`src/irq_pkg.sv`:
```
// irq_pkg: shared constants, types and helpers of the interrupt block
// assumes one system clock and an 8-bit register port with 4-bit address
package irq_pkg;

  // register port widths
  localparam int unsigned ADDR_W = 4;
  localparam int unsigned DATA_W = 8;

  // register offsets on the plain port
  localparam logic [3:0] OFS_EDGE_SEL = 4'h0;
  localparam logic [3:0] OFS_CTRL_A = 4'h1;
  localparam logic [3:0] OFS_CTRL_B = 4'h2;
  localparam logic [3:0] OFS_CTRL_C = 4'h3;
  localparam logic [3:0] OFS_GROUP0 = 4'h4;
  localparam logic [3:0] OFS_GROUP1 = 4'h5;
  localparam logic [3:0] OFS_GROUP2 = 4'h6;
  localparam logic [3:0] OFS_GROUP3 = 4'h7;
  localparam logic [3:0] OFS_EVT_STATUS = 4'h8;
  localparam logic [3:0] OFS_EVT_CLEAR = 4'h9;
  localparam logic [3:0] OFS_EVT_ENABLE = 4'ha;

  // reset value of every register
  localparam logic [7:0] REG_RESET = 8'h00;

  // edge select layout; upper nibble unimplemented
  localparam int PIN0_SEL_LSB = 0;
  localparam int PIN1_SEL_LSB = 2;
  localparam logic [7:0] EDGE_SEL_MASK = 8'h0f;

  // primary control a
  localparam int A_GLOBAL_EN = 0;
  localparam int A_PIN0_EN = 1;
  localparam int A_PIN1_EN = 2;
  localparam int A_MF0_EN = 3;
  localparam int A_PIN0_FLAG = 4;
  localparam int A_PIN1_FLAG = 5;
  localparam int A_MF0_FLAG = 6;

  // primary control b
  localparam int B_ADC_EN = 0;
  localparam int B_TB0_EN = 1;
  localparam int B_TB1_EN = 2;
  localparam int B_MF1_EN = 3;
  localparam int B_ADC_FLAG = 4;
  localparam int B_TB0_FLAG = 5;
  localparam int B_TB1_FLAG = 6;
  localparam int B_MF1_FLAG = 7;

  // primary control c
  localparam int C_MF2_EN = 0;
  localparam int C_MF3_EN = 1;
  localparam int C_MF2_FLAG = 4;
  localparam int C_MF3_FLAG = 5;

  // group registers: flags in upper nibble, enables in lower
  localparam int GROUP_FLAG_LSB = 4;
  localparam logic [3:0] GROUP0_MASK = 4'h3;
  localparam logic [3:0] GROUP1_MASK = 4'hf;
  localparam logic [3:0] GROUP2_MASK = 4'hb;
  localparam logic [3:0] GROUP3_MASK = 4'h3;

  // event status bits
  localparam int EVT_PIN0 = 0;
  localparam int EVT_PIN1 = 1;
  localparam int EVT_TB0 = 2;
  localparam int EVT_TB1 = 3;
  localparam int EVT_ADC = 4;
  localparam int EVT_GROUP = 5;
  localparam int EVT_REQ = 6;
  localparam int EVT_STACK_HOLD = 7;

  // core pending vector positions
  localparam int PEND_PIN0 = 0;
  localparam int PEND_PIN1 = 1;
  localparam int PEND_MF0 = 2;
  localparam int PEND_ADC = 3;
  localparam int PEND_TB0 = 4;
  localparam int PEND_TB1 = 5;
  localparam int PEND_MF1 = 6;
  localparam int PEND_MF2 = 7;
  localparam int PEND_MF3 = 8;
  localparam int PEND_W = 9;

  // edge detector modes
  typedef enum logic [1:0] {
    EDGE_OFF = 2'b00,
    EDGE_RISE = 2'b01,
    EDGE_FALL = 2'b10,
    EDGE_BOTH = 2'b11
  } edge_mode_t;

  // one register port request
  typedef struct packed {
    logic [3:0] addr;
    logic [7:0] wdata;
    logic wr;
    logic rd;
  } reg_req_t;

  // sticky flag update: hardware set wins over a software write
  function automatic logic flag_next(input logic cur, input logic set,
                                     input logic wr, input logic wval);
    return set | (wr ? wval : cur);
  endfunction

endpackage

```
`src/pin_edge_detect.sv`:
```
// pin_edge_detect: selectable edge detector for one external pin
// assumes the pin is already synchronous to clock
module pin_edge_detect
  import irq_pkg::*;
(
  input wire logic clock,
  input wire logic rst_n,
  input wire logic pin,
  input wire edge_mode_t mode,
  output logic hit
);

  logic prev_r; // pin level one cycle ago

  // remember last level; reset low so a high pin after reset is a rise
  always_ff @(posedge clock or negedge rst_n)
  begin
    if (!rst_n)
      prev_r <= 1'b0;
    else
      prev_r <= pin;
  end

  // edge selection per mode
  always_comb
  begin
    unique case (mode)
      EDGE_OFF: hit = 1'b0;
      EDGE_RISE: hit = pin & ~prev_r;
      EDGE_FALL: hit = ~pin & prev_r;
      EDGE_BOTH: hit = pin ^ prev_r;
    endcase
  end

endmodule // pin_edge_detect

```
`src/group_irq_reg.sv`:
```
// group_irq_reg: one multi-function group register, flags and enables
// assumes sub-source events are one-cycle pulses on clock
module group_irq_reg
  import irq_pkg::*;
#(
  parameter logic [3:0] MASK = 4'hf
)
(
  input wire logic clock,
  input wire logic rst_n,
  input wire logic [3:0] events,
  input wire logic wr_en,
  input wire logic [7:0] wdata,
  output logic [7:0] value,
  output logic request
);

  logic [3:0] flags_r; // pending sub-source requests
  logic [3:0] enables_r; // sub-source masks

  // flags: set by event, written by software, set wins
  always_ff @(posedge clock or negedge rst_n)
  begin
    if (!rst_n)
      flags_r <= REG_RESET[3:0];
    else
      for (int i = 0; i < 4; i++)
        flags_r[i] <= MASK[i] & flag_next(flags_r[i], events[i], wr_en,
          wdata[GROUP_FLAG_LSB + i]);
  end

  // enables: software only; unimplemented positions stay zero
  always_ff @(posedge clock or negedge rst_n)
  begin
    if (!rst_n)
      enables_r <= REG_RESET[3:0];
    else if (wr_en)
      enables_r <= wdata[3:0] & MASK;
  end

  assign value = {flags_r, enables_r};
  // group asks only for enabled pending sub-sources
  assign request = |(flags_r & enables_r);

endmodule // group_irq_reg

```
`src/irq_request_ctrl.sv`:
```
// irq_request_ctrl: interrupt request and enable logic of the controller
// assumes pins and events synchronous to clock, single-cycle event pulses,
// and a core that vectors on core_irq_req and reports a full stack
//
// Local design decisions: the register offsets and the address-and-strobe port.
module irq_request_ctrl
  import irq_pkg::*;
(
  input wire logic clock,
  input wire logic rst_n,
  input wire reg_req_t bus,
  output logic [7:0] rdata,
  input wire logic [1:0] ext_pin,
  input wire logic [1:0] timebase_evt,
  input wire logic converter_evt,
  input wire logic [3:0][3:0] group_evt,
  input wire logic stack_full,
  output logic core_irq_req,
  output logic [PEND_W-1:0] core_irq_pending,
  output logic irq
);

  // reset release chain
  logic rst_meta_r; // first stage, read only by second
  logic rst_sync_r; // reset copy used by the whole block

  // register write decodes
  logic wr_edge;
  logic wr_ctrl_a;
  logic wr_ctrl_b;
  logic wr_ctrl_c;
  logic [3:0] wr_group;
  logic wr_evt_clear;
  logic wr_evt_enable;

  // edge select, primary registers
  logic [3:0] edge_sel_r; // two 2-bit pin selectors
  logic global_irq_enable_r; // master gate
  logic [1:0] ext_pin_irq_enable_r;
  logic [1:0] ext_pin_irq_flag_r;
  logic [3:0] group_irq_enable_r;
  logic converter_irq_enable_r;
  logic converter_irq_flag_r;
  logic [1:0] timebase_irq_enable_r;
  logic [1:0] timebase_irq_flag_r;

  // group side
  logic [3:0][7:0] group_value; // read image of each group register
  logic [3:0] group_irq_flag; // group request, derived
  logic [1:0] pin_hit; // edge detector pulses
  // implemented sub-source positions of each group
  localparam logic [3:0][3:0] GROUP_MASKS = {GROUP3_MASK, GROUP2_MASK,
    GROUP1_MASK, GROUP0_MASK};

  // event reporting
  logic [7:0] evt_status_r; // sticky events
  logic [7:0] evt_enable_r; // events allowed onto irq
  logic [7:0] evt_set; // this cycle's events
  logic [7:0] group_flag_prev_r; // for rising group detection
  logic [PEND_W-1:0] pending; // enabled, flagged sources
  logic req_nxt; // next core request level
  logic hold_nxt; // request withheld by stack

  // register images
  logic [7:0] ctrl_a_value;
  logic [7:0] ctrl_b_value;
  logic [7:0] ctrl_c_value;
  logic [7:0] rdata_nxt;

  // async assert, synchronous release through two flops
  always_ff @(posedge clock or negedge rst_n)
  begin
    if (!rst_n)
    begin
      rst_meta_r <= 1'b0;
      rst_sync_r <= 1'b0;
    end
    else
    begin
      rst_meta_r <= 1'b1;
      rst_sync_r <= rst_meta_r;
    end
  end

  // write strobes per register
  always_comb
  begin
    wr_edge = bus.wr && (bus.addr == OFS_EDGE_SEL);
    wr_ctrl_a = bus.wr && (bus.addr == OFS_CTRL_A);
    wr_ctrl_b = bus.wr && (bus.addr == OFS_CTRL_B);
    wr_ctrl_c = bus.wr && (bus.addr == OFS_CTRL_C);
    for (int g = 0; g < 4; g++)
      wr_group[g] = bus.wr && (bus.addr == OFS_GROUP0 + 4'(g));
    wr_evt_clear = bus.wr && (bus.addr == OFS_EVT_CLEAR);
    wr_evt_enable = bus.wr && (bus.addr == OFS_EVT_ENABLE);
  end

  // edge selectors, only the low nibble is stored
  always_ff @(posedge clock or negedge rst_sync_r)
  begin
    if (!rst_sync_r)
      edge_sel_r <= REG_RESET[3:0];
    else if (wr_edge)
      edge_sel_r <= bus.wdata[3:0];
  end

  // one detector per external pin; pin 1 takes the upper selector
  for (genvar p = 0; p < 2; p++)
  begin : g_pin
    pin_edge_detect u_edge (
      .clock(clock),
      .rst_n(rst_sync_r),
      .pin(ext_pin[p]),
      .mode(edge_mode_t'(edge_sel_r[(p ? PIN1_SEL_LSB : PIN0_SEL_LSB) +: 2])),
      .hit(pin_hit[p])
    );
  end

  // primary register a: global, pin and group 0 enables
  always_ff @(posedge clock or negedge rst_sync_r)
  begin
    if (!rst_sync_r)
    begin
      global_irq_enable_r <= 1'b0;
      ext_pin_irq_enable_r <= 2'b00;
      group_irq_enable_r[0] <= 1'b0;
    end
    else if (wr_ctrl_a)
    begin
      global_irq_enable_r <= bus.wdata[A_GLOBAL_EN];
      ext_pin_irq_enable_r <= bus.wdata[A_PIN0_EN +: 2];
      group_irq_enable_r[0] <= bus.wdata[A_MF0_EN];
    end
  end

  // pin flags stay set until software writes a zero
  always_ff @(posedge clock or negedge rst_sync_r)
  begin
    if (!rst_sync_r)
      ext_pin_irq_flag_r <= 2'b00;
    else
      for (int p = 0; p < 2; p++)
        ext_pin_irq_flag_r[p] <= flag_next(ext_pin_irq_flag_r[p], pin_hit[p],
          wr_ctrl_a, bus.wdata[A_PIN0_FLAG + p]);
  end

  // primary register b: converter, time bases, group 1 enables
  always_ff @(posedge clock or negedge rst_sync_r)
  begin
    if (!rst_sync_r)
    begin
      converter_irq_enable_r <= 1'b0;
      timebase_irq_enable_r <= 2'b00;
      group_irq_enable_r[1] <= 1'b0;
    end
    else if (wr_ctrl_b)
    begin
      converter_irq_enable_r <= bus.wdata[B_ADC_EN];
      timebase_irq_enable_r <= bus.wdata[B_TB0_EN +: 2];
      group_irq_enable_r[1] <= bus.wdata[B_MF1_EN];
    end
  end

  // converter and time base flags, hardware set wins
  always_ff @(posedge clock or negedge rst_sync_r)
  begin
    if (!rst_sync_r)
    begin
      converter_irq_flag_r <= 1'b0;
      timebase_irq_flag_r <= 2'b00;
    end
    else
    begin
      converter_irq_flag_r <= flag_next(converter_irq_flag_r,
        converter_evt, wr_ctrl_b, bus.wdata[B_ADC_FLAG]);
      for (int t = 0; t < 2; t++)
        timebase_irq_flag_r[t] <= flag_next(timebase_irq_flag_r[t],
          timebase_evt[t], wr_ctrl_b, bus.wdata[B_TB0_FLAG + t]);
    end
  end

  // primary register c: group 2 and 3 enables
  always_ff @(posedge clock or negedge rst_sync_r)
  begin
    if (!rst_sync_r)
      group_irq_enable_r[3:2] <= 2'b00;
    else if (wr_ctrl_c)
    begin
      group_irq_enable_r[2] <= bus.wdata[C_MF2_EN];
      group_irq_enable_r[3] <= bus.wdata[C_MF3_EN];
    end
  end

  // group registers: timers, serial, eeprom, low voltage sources
  for (genvar g = 0; g < 4; g++)
  begin : g_group
    group_irq_reg #(.MASK(GROUP_MASKS[g])) u_group (
      .clock(clock),
      .rst_n(rst_sync_r),
      .events(group_evt[g]),
      .wr_en(wr_group[g]),
      .wdata(bus.wdata),
      .value(group_value[g]),
      .request(group_irq_flag[g])
    );
  end

  // sources that are flagged and individually enabled
  always_comb
  begin
    pending = '0;
    pending[PEND_PIN0 +: 2] = ext_pin_irq_flag_r & ext_pin_irq_enable_r;
    pending[PEND_ADC] = converter_irq_flag_r & converter_irq_enable_r;
    pending[PEND_TB0 +: 2] = timebase_irq_flag_r & timebase_irq_enable_r;
    // group flag already carries sub-source enables
    pending[PEND_MF0] = group_irq_flag[0] & group_irq_enable_r[0];
    pending[PEND_MF1] = group_irq_flag[1] & group_irq_enable_r[1];
    pending[PEND_MF2] = group_irq_flag[2] & group_irq_enable_r[2];
    pending[PEND_MF3] = group_irq_flag[3] & group_irq_enable_r[3];
  end

  // core sees a request only with global enable and stack room
  always_comb
  begin
    req_nxt = global_irq_enable_r & (|pending) & ~stack_full;
    hold_nxt = global_irq_enable_r & (|pending) & stack_full;
  end

  // registered request to the core; core suspends main program on it
  always_ff @(posedge clock or negedge rst_sync_r)
  begin
    if (!rst_sync_r)
    begin
      core_irq_req <= 1'b0;
      core_irq_pending <= '0;
    end
    else
    begin
      core_irq_req <= req_nxt;
      core_irq_pending <= req_nxt ? pending : '0;
    end
  end

  // rising edge of any group request, for the event register
  always_ff @(posedge clock or negedge rst_sync_r)
  begin
    if (!rst_sync_r)
      group_flag_prev_r <= REG_RESET;
    else
      group_flag_prev_r <= {4'h0, group_irq_flag};
  end

  // events of this cycle
  always_comb
  begin
    evt_set = '0;
    evt_set[EVT_PIN0 +: 2] = pin_hit;
    evt_set[EVT_TB0 +: 2] = timebase_evt;
    evt_set[EVT_ADC] = converter_evt;
    evt_set[EVT_GROUP] = |(group_irq_flag & ~group_flag_prev_r[3:0]);
    evt_set[EVT_REQ] = req_nxt & ~core_irq_req;
    // a full stack holding back a request is worth a look
    evt_set[EVT_STACK_HOLD] = hold_nxt;
  end

  // sticky event bits; a new event beats a clear in the same cycle
  always_ff @(posedge clock or negedge rst_sync_r)
  begin
    if (!rst_sync_r)
      evt_status_r <= REG_RESET;
    else if (wr_evt_clear)
      evt_status_r <= (evt_status_r & ~bus.wdata) | evt_set;
    else
      evt_status_r <= evt_status_r | evt_set;
  end

  // event enable register
  always_ff @(posedge clock or negedge rst_sync_r)
  begin
    if (!rst_sync_r)
      evt_enable_r <= REG_RESET;
    else if (wr_evt_enable)
      evt_enable_r <= bus.wdata;
  end

  // level interrupt from the event side, kept registered
  always_ff @(posedge clock or negedge rst_sync_r)
  begin
    if (!rst_sync_r)
      irq <= 1'b0;
    else
      irq <= |(((evt_status_r & ~({8{wr_evt_clear}} & bus.wdata))
        | evt_set) & (wr_evt_enable ? bus.wdata : evt_enable_r));
  end

  // read images, unimplemented bits zero
  always_comb
  begin
    ctrl_a_value = '0;
    ctrl_a_value[A_GLOBAL_EN] = global_irq_enable_r;
    ctrl_a_value[A_PIN0_EN +: 2] = ext_pin_irq_enable_r;
    ctrl_a_value[A_MF0_EN] = group_irq_enable_r[0];
    ctrl_a_value[A_PIN0_FLAG +: 2] = ext_pin_irq_flag_r;
    ctrl_a_value[A_MF0_FLAG] = group_irq_flag[0];
    ctrl_b_value = '0;
    ctrl_b_value[B_ADC_EN] = converter_irq_enable_r;
    ctrl_b_value[B_TB0_EN +: 2] = timebase_irq_enable_r;
    ctrl_b_value[B_MF1_EN] = group_irq_enable_r[1];
    ctrl_b_value[B_ADC_FLAG] = converter_irq_flag_r;
    ctrl_b_value[B_TB0_FLAG +: 2] = timebase_irq_flag_r;
    ctrl_b_value[B_MF1_FLAG] = group_irq_flag[1];
    ctrl_c_value = '0;
    ctrl_c_value[C_MF2_EN] = group_irq_enable_r[2];
    ctrl_c_value[C_MF3_EN] = group_irq_enable_r[3];
    ctrl_c_value[C_MF2_FLAG] = group_irq_flag[2];
    ctrl_c_value[C_MF3_FLAG] = group_irq_flag[3];
  end

  // read mux; clear register is write-only and reads zero
  always_comb
  begin
    rdata_nxt = '0;
    if (bus.rd)
    begin
      unique case (bus.addr)
        OFS_EDGE_SEL: rdata_nxt = {4'h0, edge_sel_r} & EDGE_SEL_MASK;
        OFS_CTRL_A: rdata_nxt = ctrl_a_value;
        OFS_CTRL_B: rdata_nxt = ctrl_b_value;
        OFS_CTRL_C: rdata_nxt = ctrl_c_value;
        OFS_GROUP0, OFS_GROUP1, OFS_GROUP2, OFS_GROUP3:
          rdata_nxt = group_value[2'(bus.addr - OFS_GROUP0)];
        OFS_EVT_STATUS: rdata_nxt = evt_status_r;
        OFS_EVT_ENABLE: rdata_nxt = evt_enable_r;
        default: rdata_nxt = '0; // unmapped and clear offsets read zero
      endcase
    end
  end

  // read data stands only in the cycle after the strobe
  always_ff @(posedge clock or negedge rst_sync_r)
  begin
    if (!rst_sync_r)
      rdata <= REG_RESET;
    else
      rdata <= rdata_nxt;
  end

endmodule // irq_request_ctrl

```
`config.mk`:
```
export PLATFORM = sky130hd
export DESIGN_NAME = irq_request_ctrl
export DESIGN_NICKNAME = d
export VERILOG_FILES = /design/src/irq_pkg.sv /design/src/pin_edge_detect.sv /design/src/group_irq_reg.sv /design/src/irq_request_ctrl.sv
export SDC_FILE = /design/constraint.sdc
export NUM_CORES = 1
export LEC_CHECK = 0
export CELL_PAD_IN_SITES_DETAIL_PLACEMENT = 0
export CELL_PAD_IN_SITES_GLOBAL_PLACEMENT = 2
export CORE_ASPECT_RATIO = 0.5
export CORE_UTILIZATION = 41
export DETAILED_ROUTE_END_ITERATION = 12
export DONT_BUFFER_PORTS = 1
export HOLD_SLACK_MARGIN = 0.12
export PLACE_DENSITY_LB_ADDON = 0.1
export SYNTH_ARGS = -nofsm -noshare
export SYNTH_HDL_FRONTEND = slang
export SYNTH_SLANG_ARGS = --single-unit
```
`constraint.sdc`:
```
create_clock -name clock -period 3.6 [get_ports clock]
set_clock_uncertainty 0.15 [all_clocks]
set_input_delay 0.9 -clock clock [delete_from_list [all_inputs] [get_ports clock]]
set_output_delay 0.9 -clock clock [all_outputs]
set_load 0.1 [all_outputs]
```
# == Word level (Yosys, flattened, before mapping) ==
# Index checks and enable logic that the tools add are counted.
# word_totals
ff_bits,84
inputBits,38
word_cells,148
# op_classes
eq_ne,16
n_mux,25
order_cmp,1
n_reduce_logical,21
bitwise_logic,54
n_addsub,1
# op_table
operator,n
one-hot mux 8 bit (7 select lines),1
bitwise AND 8 bit,4
two-way mux 8 bit,4
OR 8 bit,3
OR reduction 4 bit,6
binary-select mux 8 bit (select 2 bit),1
"equality test 4 x 3 -> 1 bit, second input constant",4
two-way mux 1 bit,16
NOT 8 bit,2
OR 1 bit,16
bitwise AND 1 bit,13
bitwise AND 4 bit,3
"equality test 4 bit, second input constant",3
logical AND 1 bit,10
two-way mux 9 bit,1
OR reduction 9 bit,1
bitwise AND 2 bit,4
"equality test 2 bit, second input constant",4
"equality test 4 x 2 -> 1 bit, second input constant",2
one-hot mux 1 bit (4 select lines),2
OR reduction 8 bit,1
NOT 1 bit,6
"equality test 2 x 1 -> 1 bit, second input constant",2
"equality test 4 x 1 -> 1 bit, second input constant",1
6 further kinds,8

# == Depth between registers and ports, before layout ==
# Gate-level depths: netlist of run 1.
# logic_depth
word_depth,10
ltp_mapped,7
ltp_nobuf,7

# == Hierarchy ==
# A second synthesis of run 1 with hierarchy kept.
# hier_totals
cells_unflattened,354
hier_area_um2,4119.0
# by_module_without_submodules
module,cells_per_inst,seq_area_each_um2,area_per_inst_um2,n_inst
irq_request_ctrl,257,1501.4,2912.8,1
group_irq_reg at g_group[0].u_group ...,16,100.1,195.2,2
group_irq_reg at g_group[1].u_group,24,200.2,356.6,1
group_irq_reg at g_group[2].u_group,21,150.1,291.5,1
pin_edge_detect,10,25.0,83.8,2

# == Worst setup path after synthesis of run 1 ==
# No wires, ideal clock.
# synth_path
path_type,input-to-reg
from,input port bus[13] (netlist bit)
to,register irq
arrival_ns,2.187
setup_time_ns,0.141
setup_slack_ns,1.122
path_buffers,1
path_stages,6
path_cell_list,buf_2 > nand3b_2 > nor2_1 > mux2_2 > a2111oi_0 > nand4_1
# synth_via
elab_chain_len,8
elab_cells_between_ends,11
cone_classes,2 x eq/ne; 1 x mux; 5 x bitwise; 3 x reduce/logical
# synth_rtl
item,line,text
from (decl),irq_request_ctrl.sv:11,"input wire reg_req_t bus,"
equality test 4 bit,irq_request_ctrl.sv:94,wr_evt_clear = bus.wr && (bus.addr == OFS_EVT_CLEAR);
logical AND 1 bit,irq_request_ctrl.sv:94,
bitwise AND 8 bit,irq_request_ctrl.sv:292,irq <= |(((evt_status_r & ~({8{wr_evt_clear}} & bus.wdata))
NOT 8 bit,irq_request_ctrl.sv:292,
bitwise AND 8 bit,irq_request_ctrl.sv:292,
OR 8 bit,irq_request_ctrl.sv:293,| evt_set) & (wr_evt_enable ? bus.wdata : evt_enable_r));
bitwise AND 8 bit (*),irq_request_ctrl.sv:293,
OR reduction 8 bit (*),irq_request_ctrl.sv:292,
to (signal assigned),irq_request_ctrl.sv:292,
to (decl),irq_request_ctrl.sv:20,output logic irq
# Mark *: on every way between the ends. The rest lies on a longest branch, timed or not.
# A chain may end at the register's enable or synchronous reset.

# == Worst setup path after layout of run 1 ==
# layout_path
from,input port bus[11] (netlist bit)
to,register irq
# The elaborated chain is that of the path after synthesis.

==> flow_metrics.env, run 1 <==
export IMPL_cts_buffers_inserted=9
export IMPL_synth_edf_count=0
export IMPL_power_total_mw=2.73
export IMPL_top_layer_used="met4"
export IMPL_crit_type="input port to register"
export IMPL_port_buffers=0
export IMPL_drtAntennaViolNets=0
export IMPL_crit_fanout=30
export IMPL_yosys_area_top_type_share_pct=52.4
export IMPL_area_growth_pct=11.5
export IMPL_antenna_found_initial=0
export IMPL_routedWlPerCell_um=22.2
export IMPL_relSlewSlack_pct=29.2
export IMPL_power_density_mw_per_mm2=609
export IMPL_drc_errors=0
export IMPL_clockRootBuffer="clkbuf_16"
export IMPL_comb_power_share_pct=13.8
export IMPL_drt_met1_wl_um=5730
export IMPL_routed_wl_um=11600
export IMPL_htree_levels=3
export IMPL_final_max_slew_viol_count=0
export IMPL_worst_pin_slew_ns=1.06
export IMPL_core_area_mm2=0.00948
export IMPL_cts_clk_slew_worst_paths_ns=0.06
export IMPL_clockBufferDepth=2
export IMPL_cp_arrival_ns=2.83
export IMPL_synth_nets=425
export IMPL_rsz0062_at_grt="no"
export IMPL_fin_tns_setup_ns=0
export IMPL_gp_congestion=0.816
export IMPL_via_count=2966
export IMPL_start_util_pct=42.3
export IMPL_post_route_min_period_ns=2.80
export IMPL_first_iter_violations=264
export IMPL_hold_path_class="register to register"
export IMPL_pwr_share_seq_pct=47.8
export IMPL_die_w_um=142
export IMPL_p_int_mw=1.92
export IMPL_power_switching_mw=0.805
export IMPL_ys_ff_latch=84
export IMPL_yosys_area_top_type="dfrtp_1"
export IMPL_grt_pass1_vias=2900
export IMPL_synthArstFlopShare_pct=100
export IMPL_ys_dominant_reg_cell="dfrtp_1"
export IMPL_grt_max_degree=83
export IMPL_vias_per_cell=5.68
export IMPL_rows=25
export IMPL_ys_warnings_count=0
export IMPL_cts_tree="built"
export IMPL_outcome="finished, final reports clean"
export IMPL_start_kind="input port"
export IMPL_netlist_area_mm2=0.00401
export IMPL_die_area_mm2=0.0102
export IMPL_ctsResizeCount=0
export IMPL_finalCritPeriodShare_pct=77.9
export IMPL_gr_total_overflow=0
export IMPL_layout_drive_gt1_share_pct=12.9
export IMPL_clk_latency_ns=0.34
export IMPL_firstDrtPassIters=7
export IMPL_critPathRequiredTime_ns=3.62
export IMPL_antenna_cells=0
export IMPL_wl_met3_um=998
export IMPL_die_h_um=72.0
export IMPL_avgSynthCellArea_um2=10.5
export IMPL_most_common_layout_cells="dfrtp_1 (83), nand2_1 (51), nor2_1 (34), o21ai_0 (30), mux2_2 (22)"
export IMPL_vdd_drop_max_v=0.000252
export IMPL_grt_usage_pct=24.4
export IMPL_grt_pass1_wl_um=17700
export IMPL_p_leak_nw=1.87
export IMPL_switching_share_pct=29.5
export IMPL_whs_ns=0.198
export IMPL_fmax_mhz=357
export IMPL_clock_power_share_pct=38.4
export IMPL_seq_area_frac_synth_pct=52.4
export IMPL_hold_viol=0
export IMPL_maxCapViolCount=0
export IMPL_final_common_cell="dfrtp_1"
export IMPL_ios=57
export IMPL_endpoint_kind="register"
export IMPL_syn_inst=383
export IMPL_fin_nets=424
export IMPL_cts_sinks=84
export IMPL_wl_met2_um=4770
export IMPL_setup_viol=0
export IMPL_synth_area_leaders="dfrtp_1 (52%), mux2_2 (6.2%), nand2_1 (4.8%)"
export IMPL_place_hpwl_um=8560
export IMPL_synth_cell_types=57
[layout make-up]
type | count | area, um^2
sequential | 84 | 2110
timing repair buffer | 4 | 32.5
clock inverter | 5 | 100
tap | 135 | 169
multi-input combinational | 269 | 1780
inverter | 14 | 52.6
clock buffer | 11 | 233
fill | 898 | 5000
[stage by stage]
stage | utilization (%) | std cells | setup WS, ns | area (um^2)
5_1_grt | 47.2 | 522 | 0.657 | 4470
6_report | 47.2 | 522 | 0.796 | 4470
3_3_place_gp | 43.6 | 505 | 0.554 | 4130
4_1_cts | 47.2 | 522 | 0.844 | 4470
2_1_floorplan | - | 383 | 0.937 | 4010
3_5_place_dp | 43.6 | 505 | 0.499 | 4130
[worst max-delay path, stage by stage]
cell and delay, ns:
nand2b_1 0.34, o31ai_1 0.34, o211ai_1 0.24, a2111oi_0 0.80
nand4_1 0.20
[metal layers]
metal  vias up  GRT usage (%)
met5         -              0
met4         0           5.02
met3        10           6.73
met2       103           34.4
met1      1489           37.2
li1       1364              -
[kinds of logic (layout without fill, tap and decap cells)]
logic type                 Yosys count  after routing  synth area share, %
and+or+nand+nor                    137            137                 16.3
other                                1              1               0.0935
DFF                                 84             84                 52.4
adders and majority gates            4              4                 1.25
AOI/OAI and AO/OA                   96             96                 16.9
buffers and inverters               30             34                 3.21
muxes                               31             31                 9.85
[Yosys cell counts (2+ instances only)]
cell and instances:
dfrtp_1 84, nand2_1 51, nor2_1 34, o21ai_0 30, mux2_2 22, nor2b_1 15, inv_1 14, a21oi_1 10
nand3_1 9, nand3b_1 9, a211o_1 7, a32oi_1 7, buf_2 7, a22oi_1 5, clkbuf_1 5, mux2i_1 5
a211oi_1 4, ha_1 4, nand2b_1 4, a221oi_1 3, a22o_1 3, and3_1 3, buf_1 3, o31ai_1 3
a2111oi_0 2, mux4_1 2, mux4_2 2, nand4_1 2, nor2_2 2, nor3_1 2, o211ai_1 2, o21bai_1 2
o22ai_1 2
[sequential cells by signal, indices dropped and copies added (netlist names), 4 cells and up]
signal / count
group_flag_prev_r: 4
edge_sel_r: 4
g_group.u_group.enables_r: 11
rdata: 8
evt_status_r: 8
core_irq_pending: 9
evt_enable_r: 8
g_group.u_group.flags_r: 11
[power groups by stage]
| stage | Clock [mW] | Sequential [mW] | Combinational, mW |
|---|---|---|---|
| after floorplan | 0 | 1.27 | 0.291 |
| after global placement | 0 | 1.31 | 0.366 |
| after detailed placement | 0 | 1.32 | 0.368 |
| after CTS | 1.06 | 1.30 | 0.372 |
| after global routing | 1.10 | 1.32 | 0.409 |
| final | 1.05 | 1.30 | 0.376 |
[final timing paths]
path	cells after the start	end	slack (ns)	startpoint
max	5	irq$_DFF_PN0_	0.80	bus[11]
min	0	rst_sync_r$_DFF_PN0_	0.20	rst_meta_r$_DFF_PN0_
max reg2reg	6	core_irq_pending[3]$_DFF_PN0_	1.07	g_group[3].u_group.enables_r[0]$_DFFE_PN0P_
min reg2reg	0	rst_sync_r$_DFF_PN0_	0.20	rst_meta_r$_DFF_PN0_
max in group asynchronous	0	evt_status_r[3]$_DFF_PN0_	2.24	rst_sync_r$_DFF_PN0_
min in group asynchronous	0	g_group[0].u_group.flags_r[0]$_DFF_PN0_	0.38	rst_sync_r$_DFF_PN0_
[repair_timing]
item,4_1_cts,5_1_grt
hold buffers,1,0
hold endpoints to repair,2,0
setup buffers,0,0
No activity file was read; power rests on OpenSTA's default activity.
==> inputs of run 2 (changes only) <==
--- a/config.mk
+++ b/config.mk
@@ -5,10 +5,11 @@
 export SDC_FILE = /design/constraint.sdc
 export NUM_CORES = 1
 export LEC_CHECK = 0
+export ABC_AREA = 1
 export CELL_PAD_IN_SITES_DETAIL_PLACEMENT = 0
 export CELL_PAD_IN_SITES_GLOBAL_PLACEMENT = 2
 export CORE_ASPECT_RATIO = 0.5
-export CORE_UTILIZATION = 41
+export CORE_UTILIZATION = 37
 export DETAILED_ROUTE_END_ITERATION = 12
 export DONT_BUFFER_PORTS = 1
 export HOLD_SLACK_MARGIN = 0.12
==> constraint.sdc (replaced) <==
create_clock -name clock -period 2.8 [get_ports clock]
set_clock_uncertainty 0.15 [all_clocks]
set_input_delay 0.7 -clock clock [delete_from_list [all_inputs] [get_ports clock]]
set_output_delay 0.7 -clock clock [all_outputs]
set_load 0.1 [all_outputs]
==> run 2 against run 1 <==
Critical path depth increased by 3; cell count rose by 23%; register-to-register slack worse by 0.29 ns; clock-buffer cell count increased by 2; via count increased by 11%; routed wire length fell by 0.27%; first-iteration DRC count rose by 1.5%; sequential cell count unchanged; total power rose by 25%; sequential share of layout area fell by 0.65 points; die area up 7.0%.
==> flow_metrics.env, run 2 <==
export IMPL_rsz0062_at_grt="no"
export IMPL_drtAntennaViolNets=0
export IMPL_most_common_layout_cells="nand2_1 (168), dfrtp_1 (83), inv_1 (54), o21ai_0 (38), nand3_1 (29)"
export IMPL_crit_type="register to register"
export IMPL_netlist_area_mm2=0.00388
export IMPL_outcome="finished, final reports clean"
export IMPL_ys_ff_latch=84
export IMPL_hold_path_class="register to async pin"
export IMPL_antenna_cells=0
export IMPL_cts_sinks=84
export IMPL_via_count=3293
export IMPL_finalCritPeriodShare_pct=72.2
export IMPL_fin_tns_setup_ns=0
export IMPL_antenna_found_initial=0
export IMPL_syn_inst=471
export IMPL_cts_tree="built"
export IMPL_rows=25
export IMPL_relSlewSlack_pct=61.4
export IMPL_die_area_mm2=0.0109
export IMPL_fmax_mhz=495
export IMPL_worst_pin_slew_ns=0.573
export IMPL_core_area_mm2=0.00982
export IMPL_synth_nets=513
export IMPL_rr_worst_depth=8
export IMPL_start_util_pct=39.5
export IMPL_vias_per_cell=5.15
export IMPL_clk_latency_ns=0.34
export IMPL_firstDrtPassIters=5
export IMPL_cp_arrival_ns=2.09
export IMPL_cts_buffers_inserted=9
export IMPL_start_kind="register"
export IMPL_synth_edf_count=0
export IMPL_fin_nets=542
export IMPL_die_w_um=147
export IMPL_post_route_min_period_ns=2.02
export IMPL_maxCapViolCount=0
export IMPL_critPathRequiredTime_ns=2.86
export IMPL_synth_area_leaders="dfrtp_1 (54%), nand2_1 (16%), inv_1 (5.2%)"
export IMPL_hold_viol=0
export IMPL_yosys_area_top_type="dfrtp_1"
export IMPL_grt_pass1_vias=3182
export IMPL_first_iter_violations=268
export IMPL_htree_levels=3
export IMPL_port_buffers=0
export IMPL_dp_cells=623
export IMPL_final_max_slew_viol_count=0
export IMPL_setup_viol=0
export IMPL_synth_cell_types=30
export IMPL_vdd_drop_max_v=0.000314
export IMPL_worstReg2RegEnd="irq$_DFF_PN0_"
export IMPL_drc_errors=0
export IMPL_die_h_um=74.4
export IMPL_clockRootBuffer="clkbuf_16"
export IMPL_grt_usage_pct=23.2
export IMPL_biggestRegsByFlops="g_group.u_group.enables_r (11), g_group.u_group.flags_r (11), core_irq_pending (9)"
export IMPL_clockBufferDepth=2
export IMPL_rr_startpoint="g_pin[0].u_edge.prev_r$_DFF_PN0_"
export IMPL_yosys_area_top_type_share_pct=54.2
export IMPL_synthArstFlopShare_pct=100
export IMPL_routedWlPerCell_um=18.0
export IMPL_grt_max_degree=50
export IMPL_crit_start="g_pin[0].u_edge.prev_r$_DFF_PN0_"
export IMPL_place_hpwl_um=8790
export IMPL_grt_pass1_wl_um=18200
export IMPL_avgSynthCellArea_um2=8.24
export IMPL_p_leak_nw=2.24
export IMPL_ys_dominant_reg_cell="dfrtp_1"
export IMPL_nFillCells=1005
export IMPL_gp_congestion=0.888
export IMPL_routed_wl_um=11500
export IMPL_crit_fanout=2
export IMPL_seq_area_frac_synth_pct=54.2
export IMPL_final_common_cell="nand2_1"
export IMPL_cts_clk_slew_worst_paths_ns=0.06
export IMPL_ios=57
export IMPL_layout_drive_gt1_share_pct=11.3
export IMPL_finalNonFillerCells=640
export IMPL_rrSetupSlack_ns=0.78
export IMPL_yosys_top_cells_count="nand2_1 (168), dfrtp_1 (84), inv_1 (54), o21ai_0 (38), nand3_1 (29)"
export IMPL_area_growth_pct=16.9
export IMPL_yosysMostFrequentCell="nand2_1"
export IMPL_endpoint_kind="register"
export IMPL_gr_total_overflow=0
export IMPL_ys_warnings_count=0
export IMPL_power_density_mw_per_mm2=754
## run 2: worst max path at each step
stage               cells after the start  slack, ns                            endpoint
floorplan                               0       0.14  converter_irq_enable_r$_DFFE_PN0P_
global placement                        9       0.49                       irq$_DFF_PN0_
detailed placement                      9       0.48                       irq$_DFF_PN0_
CTS                                     8       0.80                       irq$_DFF_PN0_
global route                            8       0.66                       irq$_DFF_PN0_
finish                                  8       0.78                       irq$_DFF_PN0_
## run 2: where the power goes
group,total (mW),switching (mW),internal (mW)
logic,0.659,0.482,0.177
clock network,1.26,0.477,0.787
registers,1.50,0.118,1.38
## run 2: per-layer routing
| layer | routed length, um | global-route usage [%] |
|---|---|---|
| met5 | 0 | 0 |
| met1 | 6130 | 35.3 |
| met4 | 57 | 5.09 |
| met2 | 4690 | 33.3 |
| met3 | 660 | 5.21 |
## run 2: kinds of logic (layout without fill, tap and decap cells)
| kind of cell | after synthesis | count (layout) | share of synthesized area (%) |
|---|---|---|---|
| other | 1 | 1 | 0.0966 |
| AND/OR/NAND/NOR | 239 | 239 | 26.7 |
| adder cells (fa/ha/maj) | 4 | 4 | 1.29 |
| AO/OA/AOI/OAI | 79 | 79 | 11.3 |
| flip-flops | 84 | 84 | 54.2 |
| buffers and inverters | 64 | 98 | 6.51 |
## run 2: timing repair
item                                   4_1_cts  5_1_grt
buffers inserted                             0        0
endpoints found under the hold margin        2        0
hold buffers                                 1        0
gates resized for setup                      0        0
## run 2: per-stage QoR
| step | hold WS (ns) | power, mW | worst slack (ns) | cell area [um^2] | util, % |
|---|---|---|---|---|---|
| after floorplan | 0.181 | 1.97 | 0.137 | 3880 | - |
| after global placement | 0.141 | 2.16 | 0.491 | 4200 | 42.8 |
| after detailed placement | 0.155 | 2.17 | 0.481 | 4200 | 42.8 |
| after CTS | 0.165 | 3.45 | 0.803 | 4540 | 46.2 |
| after global routing | 0.184 | 3.59 | 0.663 | 4540 | 46.2 |
| final | 0.139 | 3.42 | 0.778 | 4540 | 46.2 |
## run 2: cell type report
cell class,count,area [um^2],share of cell area [%]
sequential,84,2110,46.4
inverter,58,218,4.80
clock buffer,13,280,6.18
multi-input combinational,323,1530,33.6
clock inverter,3,42.5,0.938
timing repair buffer,24,195,4.30
tap,135,169,3.72
## run 2: critical path, stage by stage, from the launching register on
cell and delay, ns:
dfrtp_1 0.39, ha_1 0.28, nor2_1 0.04, o21ai_0 0.48
nand3_1 0.18, nand2_1 0.11, nand3_1 0.08, nor2_1 0.10
nand3_1 0.08
